<file path="src/hw/pixel_pll_regs_pkg.sv">
// Purpose: Constants for the pixel PLL control register bank
// Assumes: 8-bit registers, 4-bit register index
// Notes:   Reset values and write masks are indexed by register index
package pixel_pll_regs_pkg;

  // ****************************************
  // Bus geometry
  // ****************************************
  localparam int DATA_W = 8;
  localparam int ADDR_W = 4;
  localparam int NUM_RW = 9;

  // ****************************************
  // Register indices
  // ****************************************
  localparam logic [3:0] IDX_INPUT_CONTROL  = 4'h0;
  localparam logic [3:0] IDX_LOOP_CONTROL   = 4'h1;
  localparam logic [3:0] IDX_FDIV_LOW       = 4'h2;
  localparam logic [3:0] IDX_FDIV_HIGH      = 4'h3;
  localparam logic [3:0] IDX_PHASE_OFFSET   = 4'h4;
  localparam logic [3:0] IDX_PHASE_CONTROL  = 4'h5;
  localparam logic [3:0] IDX_OUTPUT_ENABLES = 4'h6;
  localparam logic [3:0] IDX_OSCILLATOR     = 4'h7;
  localparam logic [3:0] IDX_INT_FILTER     = 4'h8;
  localparam logic [3:0] IDX_RESET_CMD      = 4'hA;

  // ****************************************
  // Reset values and writable bits
  // ****************************************
  localparam logic [7:0] RESET_VALS [NUM_RW] = '{
    8'h21, 8'h00, 8'hFF, 8'h00, 8'h00, 8'h00, 8'h00, 8'h00, 8'hFF};
  localparam logic [7:0] WRITE_MASKS [NUM_RW] = '{
    8'hFF, 8'h37, 8'hFF, 8'h0F, 8'h3F, 8'h03, 8'h7C, 8'hFF, 8'hFF};

  // ****************************************
  // Field positions
  // ****************************************
  localparam int SCHMITT_HI = 7;
  localparam int SCHMITT_LO = 6;
  localparam int SRC_SEL_BIT = 5;
  localparam int LOAD_SEL_BIT = 4;
  localparam int FB_POL_BIT = 3;
  localparam int REF_POL_BIT = 2;
  localparam int DE_POL_BIT = 1;
  localparam int DET_EN_BIT = 0;
  localparam int POST_SCALE_HI = 5;
  localparam int POST_SCALE_LO = 4;
  localparam int GAIN_HI = 2;
  localparam int GAIN_LO = 0;
  localparam int FDIV_HI_HI = 3;
  localparam int OFFSET_HI = 5;
  localparam int RES_HI = 1;
  localparam int TCK_OE_BIT = 6;
  localparam int RCLK_OE_BIT = 5;
  localparam int SYNC_OE_BIT = 4;
  localparam int FUNC_SRC_BIT = 3;
  localparam int FUNC_DLY_BIT = 2;
  localparam int SHUNT_BIT = 7;
  localparam int RESIST_HI = 6;
  localparam int RESIST_LO = 4;
  localparam int CAP_HI = 3;
  localparam int CAP_LO = 1;
  localparam int FILT_TYPE_BIT = 0;

  // ****************************************
  // Reset command nibbles
  // ****************************************
  localparam int CMD_PLL_HI = 7;
  localparam int CMD_PLL_LO = 4;
  localparam int CMD_PHASE_HI = 3;
  localparam int CMD_PHASE_LO = 0;
  localparam logic [3:0] PLL_CMD   = 4'h5;
  localparam logic [3:0] PHASE_CMD = 4'hA;

endpackage

</file>
<file path="src/hw/pixel_pll_control_regs.sv">
// Purpose: Low register bank of the pixel PLL and phase-adjust logic
// Assumes: Same-clock register port, read data one cycle after strobe
// Notes:   Double-buffered registers drive outputs from working copies
//
// Decided for this implementation: the address-and-strobe port.
`timescale 1ns/1ps

module pixel_pll_control_regs (
  input  wire logic                                 sys_clk_in,
  input  wire logic                                 rst_n_in,
  input  wire logic [pixel_pll_regs_pkg::ADDR_W-1:0] addr_in,
  input  wire logic [pixel_pll_regs_pkg::DATA_W-1:0] wr_data_in,
  input  wire logic                                 wr_en_in,
  input  wire logic                                 rd_en_in,
  output logic      [pixel_pll_regs_pkg::DATA_W-1:0] rd_data_out,
  output logic      [1:0]                           schmitt_select_out,
  output logic                                      input_source_select_out,
  output logic                                      divider_load_select_out,
  output logic                                      feedback_polarity_out,
  output logic                                      reference_polarity_out,
  output logic                                      display_enable_polarity_out,
  output logic                                      detector_enable_out,
  output logic      [1:0]                           post_scaler_divider_out,
  output logic      [2:0]                           detector_gain_out,
  output logic      [11:0]                          feedback_divider_out,
  output logic      [5:0]                           phase_adjust_offset_out,
  output logic      [1:0]                           phase_adjust_resolution_out,
  output logic                                      converter_in_clock_enable_out,
  output logic                                      converter_clock_out_enable_out,
  output logic                                      delayed_sync_out_enable_out,
  output logic                                      function_source_select_out,
  output logic                                      function_delay_select_out,
  output logic      [7:0]                           oscillator_divider_value_out,
  output logic                                      shunt_cap_select_out,
  output logic      [2:0]                           filter_resistor_select_out,
  output logic      [2:0]                           filter_cap_select_out,
  output logic                                      filter_type_select_out,
  output logic                                      pll_reset_out,
  output logic                                      phase_adjust_reset_out
);
  import pixel_pll_regs_pkg::*;

  // ****************************************
  // Storage
  // ****************************************
  logic [DATA_W-1:0] bank_reg [NUM_RW];
  logic [DATA_W-1:0] loop_work_reg;
  logic [DATA_W-1:0] fdiv_low_work_reg;
  logic [DATA_W-1:0] fdiv_high_work_reg;
  logic [DATA_W-1:0] phase_ctrl_work_reg;
  logic [DATA_W-1:0] rd_data_reg;
  logic [DATA_W-1:0] rd_data_next;
  logic              pll_reset_reg;
  logic              phase_reset_reg;

  // ****************************************
  // Write decode
  // ****************************************
  logic [NUM_RW-1:0] wr_hit;
  logic              cmd_wr;
  logic              pll_cmd;
  logic              phase_cmd;
  logic              rd_mapped;

  // One select line per storage register
  for (genvar i = 0; i < NUM_RW; i++) begin : g_hit
    assign wr_hit[i] = wr_en_in && (addr_in == ADDR_W'(i));
  end

  // Reset command nibble decode
  assign cmd_wr    = wr_en_in && (addr_in == IDX_RESET_CMD);
  assign pll_cmd   = cmd_wr &&
                     (wr_data_in[CMD_PLL_HI:CMD_PLL_LO] == PLL_CMD);
  assign phase_cmd = cmd_wr &&
                     (wr_data_in[CMD_PHASE_HI:CMD_PHASE_LO] == PHASE_CMD);

  // ****************************************
  // Read path
  // ****************************************

  // Unmapped, reserved and write-only indices read zero
  assign rd_mapped    = addr_in < ADDR_W'(NUM_RW);
  assign rd_data_next = !rd_en_in  ? '0 :
                        !rd_mapped ? '0 :
                        bank_reg[addr_in];

  // Read data stands for one cycle only
  always_ff @(posedge sys_clk_in) begin
    if (!rst_n_in) begin
      rd_data_reg <= '0;
    end else begin
      rd_data_reg <= rd_data_next;
    end
  end

  // ****************************************
  // Holding and direct registers
  // ****************************************

  // Reserved bits masked off on write
  for (genvar i = 0; i < NUM_RW; i++) begin : g_bank
    always_ff @(posedge sys_clk_in) begin
      if (!rst_n_in) begin
        bank_reg[i] <= RESET_VALS[i];
      end else if (wr_hit[i]) begin
        bank_reg[i] <= wr_data_in & WRITE_MASKS[i];
      end
    end
  end

  // ****************************************
  // Working copies
  // ****************************************

  // Pixel PLL working copies, loaded only by the PLL command
  always_ff @(posedge sys_clk_in) begin
    if (!rst_n_in) begin
      loop_work_reg      <= RESET_VALS[IDX_LOOP_CONTROL];
      fdiv_low_work_reg  <= RESET_VALS[IDX_FDIV_LOW];
      fdiv_high_work_reg <= RESET_VALS[IDX_FDIV_HIGH];
    end else if (pll_cmd) begin
      loop_work_reg      <= bank_reg[IDX_LOOP_CONTROL];
      fdiv_low_work_reg  <= bank_reg[IDX_FDIV_LOW];
      fdiv_high_work_reg <= bank_reg[IDX_FDIV_HIGH];
    end
  end

  // Phase-adjust working copy, loaded only by the phase command
  always_ff @(posedge sys_clk_in) begin
    if (!rst_n_in) begin
      phase_ctrl_work_reg <= RESET_VALS[IDX_PHASE_CONTROL];
    end else if (phase_cmd) begin
      phase_ctrl_work_reg <= bank_reg[IDX_PHASE_CONTROL];
    end
  end

  // Reset pulses, one cycle per accepted command
  always_ff @(posedge sys_clk_in) begin
    if (!rst_n_in) begin
      pll_reset_reg   <= 1'b0;
      phase_reset_reg <= 1'b0;
    end else begin
      pll_reset_reg   <= pll_cmd;
      phase_reset_reg <= phase_cmd;
    end
  end

  // ****************************************
  // Outputs
  // ****************************************

  // Register port
  assign rd_data_out = rd_data_reg;

  // Input control fields
  assign schmitt_select_out =
    bank_reg[IDX_INPUT_CONTROL][SCHMITT_HI:SCHMITT_LO];
  assign input_source_select_out =
    bank_reg[IDX_INPUT_CONTROL][SRC_SEL_BIT];
  assign divider_load_select_out =
    bank_reg[IDX_INPUT_CONTROL][LOAD_SEL_BIT];
  assign feedback_polarity_out =
    bank_reg[IDX_INPUT_CONTROL][FB_POL_BIT];
  assign reference_polarity_out =
    bank_reg[IDX_INPUT_CONTROL][REF_POL_BIT];
  assign display_enable_polarity_out =
    bank_reg[IDX_INPUT_CONTROL][DE_POL_BIT];
  assign detector_enable_out =
    bank_reg[IDX_INPUT_CONTROL][DET_EN_BIT];

  // Pixel PLL fields from working copies
  assign post_scaler_divider_out = loop_work_reg[POST_SCALE_HI:POST_SCALE_LO];
  assign detector_gain_out       = loop_work_reg[GAIN_HI:GAIN_LO];
  assign feedback_divider_out    =
    {fdiv_high_work_reg[FDIV_HI_HI:0], fdiv_low_work_reg};

  // Phase-adjust fields
  assign phase_adjust_offset_out =
    bank_reg[IDX_PHASE_OFFSET][OFFSET_HI:0];
  assign phase_adjust_resolution_out =
    phase_ctrl_work_reg[RES_HI:0];

  // Output enables and function select
  assign converter_in_clock_enable_out =
    bank_reg[IDX_OUTPUT_ENABLES][TCK_OE_BIT];
  assign converter_clock_out_enable_out =
    bank_reg[IDX_OUTPUT_ENABLES][RCLK_OE_BIT];
  assign delayed_sync_out_enable_out =
    bank_reg[IDX_OUTPUT_ENABLES][SYNC_OE_BIT];
  assign function_source_select_out =
    bank_reg[IDX_OUTPUT_ENABLES][FUNC_SRC_BIT];
  assign function_delay_select_out =
    bank_reg[IDX_OUTPUT_ENABLES][FUNC_DLY_BIT];

  // Oscillator divider
  assign oscillator_divider_value_out = bank_reg[IDX_OSCILLATOR];

  // Internal loop filter
  assign shunt_cap_select_out =
    bank_reg[IDX_INT_FILTER][SHUNT_BIT];
  assign filter_resistor_select_out =
    bank_reg[IDX_INT_FILTER][RESIST_HI:RESIST_LO];
  assign filter_cap_select_out =
    bank_reg[IDX_INT_FILTER][CAP_HI:CAP_LO];
  assign filter_type_select_out =
    bank_reg[IDX_INT_FILTER][FILT_TYPE_BIT];

  // Command pulses
  assign pll_reset_out          = pll_reset_reg;
  assign phase_adjust_reset_out = phase_reset_reg;
endmodule

</file>
<file path="config.mk">
export PLATFORM = sky130hd
export DESIGN_NAME = pixel_pll_control_regs
export DESIGN_NICKNAME = d
export VERILOG_FILES = /design/src/hw/pixel_pll_regs_pkg.sv /design/src/hw/pixel_pll_control_regs.sv
export SDC_FILE = /design/constraint.sdc
export NUM_CORES = 1
export LEC_CHECK = 0
export BUFFER_PORTS_ARGS = -buffer_cell sky130_fd_sc_hd__buf_4
export CORE_MARGIN = 2
export CORE_UTILIZATION = 40
export CTS_BUF_LIST = sky130_fd_sc_hd__clkbuf_2
export DETAILED_ROUTE_END_ITERATION = 10
export PLACE_DENSITY = 0.69
export SYNTH_ARGS = -nofsm -noshare
export SYNTH_HDL_FRONTEND = slang
export SYNTH_SLANG_ARGS = --single-unit
export TNS_END_PERCENT = 100
</file>
<file path="constraint.sdc">
create_clock -name sys_clk_in -period 2.25 [get_ports sys_clk_in]
set_input_delay 0.1125 -clock sys_clk_in [delete_from_list [all_inputs] [get_ports sys_clk_in]]
set_output_delay 0.1125 -clock sys_clk_in [all_outputs]
set_load 0.05 [all_outputs]
</file>
==> results of run 1 <==
per-stage QoR:
step	utilization	total power [mW]	cells	worst slack [ns]	hold slack, ns
after global placement	0.4910	2.205	477	0.6368	0.4360
after floorplan	-	2.046	300	0.4215	0.2861
after CTS	0.5154	2.857	506	0.6602	0.08223
after detailed placement	0.4910	2.209	477	0.5613	0.4301
after global routing	0.5154	2.951	506	0.5687	0.09360
final	0.5154	2.852	506	0.6769	0.1101
worst paths after layout:
kind,startpoint,to,slack (ns),depth (start not counted)
worst min register to register,bank_reg[2][4]$_SDFFCE_PN1P_,fdiv_low_work_reg[4]$_SDFFE_PN1P_,0.50,2
worst min-delay path,addr_in[2],pll_reset_out$_SDFF_PN0_,0.11,4
worst max-delay path,addr_in[3],bank_reg[6][3]$_SDFFCE_PN0P_,0.68,5
worst max register to register,bank_reg[7][1]$_SDFFCE_PN0P_,rd_data_out[1]$_SDFF_PN0_,0.82,4
power groups by stage:
stage | combinational [mW] | sequential [mW] | clock (mW)
floorplan | 0.137 | 1.91 | 0
global placement | 0.442 | 1.76 | 0
detailed placement | 0.445 | 1.76 | 0
CTS | 0.464 | 1.73 | 0.662
global route | 0.487 | 1.74 | 0.724
finish | 0.464 | 1.73 | 0.658
cells by family (layout without fill, tap and decap cells):
logic type,count (synthesis),count (layout),share of synthesized area
buffers and inverters,21,119,0.03245
flip-flops,83,83,0.6075
AO/OA/AOI/OAI,34,34,0.06282
AND/OR/NAND/NOR,125,125,0.1936
multiplexers,37,37,0.1036
metal layers:
layer  vias up  global-route usage  wire [um]
met3        20             0.03514        684
li1       1264                   -          -
met4         0             0.07903        235
met5         -                   0          0
met1      1256              0.2539       3734
met2       125              0.3119       4450
worst max-delay path: cells and delay by family:
kind            cells  cell delay [ns]
buf+inv             2             0.72
simple gates        2             0.29
compound gates      1             0.64
Yosys cell counts:
master	count	area share
o22ai_1	4	0.0069
a221o_1	2	0.0055
o21ai_0	7	0.0097
a21oi_1	6	0.0083
nand3b_1	1	0.0021
or3_1	2	0.0035
buf_4	1	0.0021
edfxtp_1	54	0.45
mux2i_1	33	0.091
o31ai_1	3	0.0062
mux2_2	4	0.012
inv_1	4	0.0041
or2_2	8	0.014
nand2b_4	1	0.0038
and4_1	1	0.0024
clkbuf_1	8	0.0083
nand2b_1	11	0.019
a31oi_1	1	0.0017
a22oi_1	1	0.0021
buf_2	4	0.0055
nor3_1	2	0.0028
nand4_1	2	0.0035
dfxtp_1	29	0.16
buf_6	4	0.012
nand4bb_1	2	0.0062
o211ai_1	6	0.012
nand2_1	23	0.024
a32o_1	1	0.0028
nor2b_1	14	0.024
nor2_1	11	0.011
nand3_1	11	0.015
and2_1	36	0.062
o32ai_1	1	0.0024
a221oi_1	2	0.0048
what timing repair did:
action,in CTS,in global routing
setup endpoints to repair,0,0
endpoints found under the hold margin,83,0
hold buffers,13,0
cell type report:
cell class / count / share of cell area
clock buffers: 10 / 0.01108
clock inverters: 6 / 0.007479
multi-input cells: 196 / 0.2889
repair buffers: 99 / 0.1717
well taps: 108 / 0.02992
inverters: 4 / 0.003324
flip-flops and latches: 83 / 0.4875
==> results.md, run 1 <==
- Switch share: 0.3063
- Design area: 0.004517 sq mm
- Clock power frac: 0.231
- F_max: 635.7 MHz
- Postcts setup bufs: 0
- Clock Sinks: 83
- Setup repair after global routing missed its margin: no
- Largest net degree at the start of global routing: 36
- Worst-path fanout max: 13
- Htree depth: 3
- First-pass GRT wire length: 14.34 mm
- CP Data Arrival Time: 1.77 ns
- Max-slew headroom: 0.4748
- Clock skew: 0.03204 ns
- Largest buffer count on any clock path: 2
- Layout area overhead: 24.61%
- Synth Area per Inst: 12.08 sq um
- Post-route DRC: 0
- Post-synth cell types: 34
- Pre-Repair DR Iteration Count: 7
- Combinational share of power: 0.163
- Skew-Pair Late Insertion Delay: 0.56 ns
- CTS root buffer: clkbuf_2
- Path type of the worst setup path: input port to register
- Number of core rows: 34
- Multi-input gate area: 0.001305 sq mm
- I/O Buffers: 79
- Initial antenna violation count: 0
- Internal: 1.978 mW
- Slowest Stage Delay on Critical Path: 0.64 ns
- DP Area: 0.004303 sq mm
- Initial Utilization: 0.4136
- Final period util: 0.6992
- Yosys warnings: 0
- Layout cells sized above 1: 0.2839
- CP max stage cell: o21ai_0
- Worst min path class: input port to register
- Final ANT Viol Nets: 0
- Number of CTS-inserted buffers: 9
- Seq/Total Area, Yosys: 0.6075
- Pleak: 1.876 nW
- GRT Residual Overflow: 0
- Final setup fails: 0
- DR vias/cell: 5.267
- Element type at the critical path end: register
- Most common cell after layout, fill and taps aside: buf_4
- Post-CTS resize count: 0
- Required time worst endpoint: 2.44 ns
- Total Routing Usage GR: 0.1917
- Vias in the first global route: 2,645
- Seq. cell area: 0.002202 sq mm
- Max reg flops: 54
- Core area: 0.008763 sq mm
- Die W: 99.20 um
- Max cap viols: 0
- GP Congestion: 0.8481
- PD cells: 631.4 mW/mm^2
- Fin. Hold Viols: 0
- Tmin final: 1.573 ns
- Peak VDD IR: 0.3197 mV
- Die Y: 99.20 um
- Layout Nets: 409
- Worst Max-Slew Pin Slew: 0.7796 ns
- DP HPWL: 6.517 mm
- Vias: 2,665
- Crit path launch type: input port
- Cells after Synth: 300
- Commonest non-fill, non-tap cells in the layout: buf_4, edfxtp_1, and2_1
- Outcome: finished clean
- Post-Syn Nets: 316
- CTS tree: built
- Die area: 0.009840 sq mm
- CTS clk-pin slew, worst paths: 0.22 ns
- Flops & latches, synth: 83
- Cells along the critical path: dlygate4sd3_1 -> buf_4 -> nor2b_1 -> nand2_1 -> o21ai_0
- Synthesized cell area: 0.003625 sq mm
- Slew Viols, Final: 0
- Ports: 80
- Diodes inserted: 0
- NetSw: 0.8737 mW
- Sequential power share: 0.606
- Initial DRC count: 198
- Setup TNS: 0 ns
- Routed len/inst: 17.99 um
- Fillers: 797
- DRT Wirelength: 9.105 mm
Power figures use the tool's default switching activity.
==> run 2: changes to the inputs <==
==> constraint.sdc (replaced) <==
create_clock -name sys_clk_in -period 1.5 [get_ports sys_clk_in]
set_input_delay 0.075 -clock sys_clk_in [delete_from_list [all_inputs] [get_ports sys_clk_in]]
set_output_delay 0.075 -clock sys_clk_in [all_outputs]
set_load 0.05 [all_outputs]
==> results.md, run 2 (same netlist as run 1, synthesis figures left out) <==
- Final ANT Viol Nets: 0 (unchanged)
- DP HPWL: 7.167 mm (+10%)
- Combinational share of power: 0.159 (-0.004)
- Largest buffer count on any clock path: 2 (unchanged)
- Total Routing Usage GR: 0.1991 (+0.007396)
- Most common cell after layout, fill and taps aside: buf_4
- Htree depth: 3 (unchanged)
- Setup TNS: 0 ns (unchanged)
- Final period util: 0.9308
- Ports: 80 (unchanged)
- Worst-path fanout max: 13 (unchanged)
- Sequential power share: 0.554 (-0.052)
- Slew Viols, Final: 0 (unchanged)
- Postcts setup bufs: 0 (unchanged)
- Cells along the critical path: dlygate4sd3_1 -> buf_4 -> inv_1 -> nor2_1 -> and4_1 -> nand2b_1
- Switch share: 0.2876 (-0.01879)
- NetSw: 1.347 mW (+54%)
- Internal: 3.336 mW (+69%)
- Crit path max-delay family: buffers and inverters
- Max-slew headroom: 0.6802 (+0.2054)
- F_max: 716.2 MHz
- Fin. Hold Viols: 0 (unchanged)
- Outcome: finished clean
- Largest net degree at the start of global routing: 20 (-44%)
- Clock power frac: 0.287 (+0.056)
- Pleak: 1.979 nW (+5.5%)
- Worst min path class: input port to register
- GP Congestion: 0.8891 (+4.8%)
- Skew-Pair Late Insertion Delay: 0.54 ns (-0.02 ns)
- Crit path launch type: input port
- Hold path startpoint: addr_in[1]
- Slowest Stage Delay on Critical Path: 0.55 ns (-0.09 ns)
- Clock skew: 0.02550 ns (-0.006535 ns)
- Layout area overhead: 30.31%
- Vias: 2,721 (+2.1%)
- CTS tree: built
- Core area: 0.008763 sq mm (unchanged)
- I/O Buffers: 79 (unchanged)
- Clock Sinks: 83 (unchanged)
- RR Startpoint: bank_reg[5][1]$_SDFFCE_PN0P_
- Pwr Total: 4.683 mW (+64%)
- Number of core rows: 34 (unchanged)
- Pre-Repair DR Iteration Count: 4 (-3)
- Layout Nets: 425 (+3.9%)
- Design area: 0.004723 sq mm (+4.6%)
- CTS clk-pin slew, worst paths: 0.23 ns (about the same)
- Initial Utilization: 0.4136 (unchanged)
- DP Area: 0.004419 sq mm (+2.7%)
- PD cells: 991.4 mW/mm^2 (+57%)
- Required time worst endpoint: 1.82 ns (-0.62 ns)
- DR vias/cell: 5.213 (-1.0%)
- Element type at the critical path end: register
- CTS root buffer: clkbuf_2
- Max reg flops: 54 (unchanged)
- Final std cells w/o fill: 522 (+3.2%)
- Routed len/inst: 18.64 um (+3.6%)
- Fin util: 0.5390 (+0.02356)
- Vias in the first global route: 2,637 (-0.30%)
- Max cap viols: 0 (unchanged)
- Hold_buf cts: 17 (+4)
- Commonest non-fill, non-tap cells in the layout: buf_4, edfxtp_1, and2_1
- Worst Max-Slew Pin Slew: 0.4760 ns (-0.3036 ns)
- Initial DRC count: 203 (+2.5%)
- Setup repair after global routing missed its margin: no
- CP max stage cell: dlygate4sd3_1
- Post-route DRC: 0 (unchanged)
- Final setup fails: 0 (unchanged)
- Diodes inserted: 0 (unchanged)
- DRT Wirelength: 9.729 mm (+6.9%)
- Post-CTS resize count: 0 (unchanged)
- Crit path from: addr_in[3]
- Fillers: 777 (-2.5%)
- CP Data Arrival Time: 1.72 ns (-0.05 ns)
- Peak VDD IR: 0.5589 mV (+75%)
- Tmin final: 1.396 ns
- Die W: 99.20 um (unchanged)
- Layout cells sized above 1: 0.3092 (+0.02526)
- Setup ws final: 0.1037 ns (-0.5731 ns)
- Die area: 0.009840 sq mm (unchanged)
- First-pass GRT wire length: 14.50 mm (+1.1%)
- Worst Path Buf+Inv: 3 (+1)
- Worst hold slack: 0.07775 ns (-0.03239 ns)
- Pre-CTS setup slack: 0.02588 ns (-0.5354 ns)
- Die Y: 99.20 um (unchanged)
- Initial antenna violation count: 0 (unchanged)
- Path type of the worst setup path: input port to register
- Number of CTS-inserted buffers: 9 (unchanged)
- Placed Instances: 489 (+2.5%)
- GRT Residual Overflow: 0 (unchanged)
-- run 2: cell count changes in the layout (fill, tap and decap cells not counted), moves of 2 or more --
cell	previous run	this run
buf_4	86	97
dlygate4sd3_1	13	17
bufinv_16	0	2
clkinv_2	2	0
inv_4	0	2
o21ai_0	7	5
o31ai_1	3	1
o31ai_2	0	2
-- run 2: layer usage --
| layer | GRT usage | wire, um | vias to the layer above |
|---|---|---|---|
| met1 | 0.2692 | 4220 | 1292 |
| met2 | 0.3155 | 4533 | 122 |
| met3 | 0.04006 | 803 | 17 |
| met4 | 0.08008 | 172 | 0 |
| li1 | - | - | 1290 |
| met5 | 0 | 0 | - |
-- run 2: final timing paths --
check | endpoint | slack, ns | cells after the start
setup reg to reg | rd_data_out[1]$_SDFF_PN0_ | 0.19 | 4
setup / recovery | bank_reg[8][5]$_SDFFCE_PN1P_ | 0.10 | 6
hold / removal | pll_reset_out$_SDFF_PN0_ | 0.08 | 4
hold reg to reg | fdiv_low_work_reg[4]$_SDFFE_PN1P_ | 0.52 | 2
-- run 2: cell type report --
type                    count  area [sq um]  area share
well taps                 108         135.1     0.02861
inverters                   4         15.01    0.003179
clock buffers               9         45.04    0.009536
multi-input cells         196          1319      0.2792
repair buffers            115         918.4      0.1944
flip-flops and latches     83          2202      0.4662
clock inverters             7         88.84     0.01881
-- run 2: worst reg2reg max path: cells and delay by family (launching register included) --
| family | cells | cell delay [ns] |
|---|---|---|
| flops | 1 | 0.44 |
| compound gates | 3 | 0.50 |
| mux | 1 | 0.28 |
-- run 2: power by group through the flow --
stage | sequential [mW] | clock (mW) | combinational (mW)
final | 2.59 | 1.35 | 0.743
after global routing | 2.61 | 1.45 | 0.777
after CTS | 2.59 | 1.37 | 0.741
after detailed placement | 2.64 | 0 | 0.707
after global placement | 2.64 | 0 | 0.702
after floorplan | 2.86 | 0 | 0.210
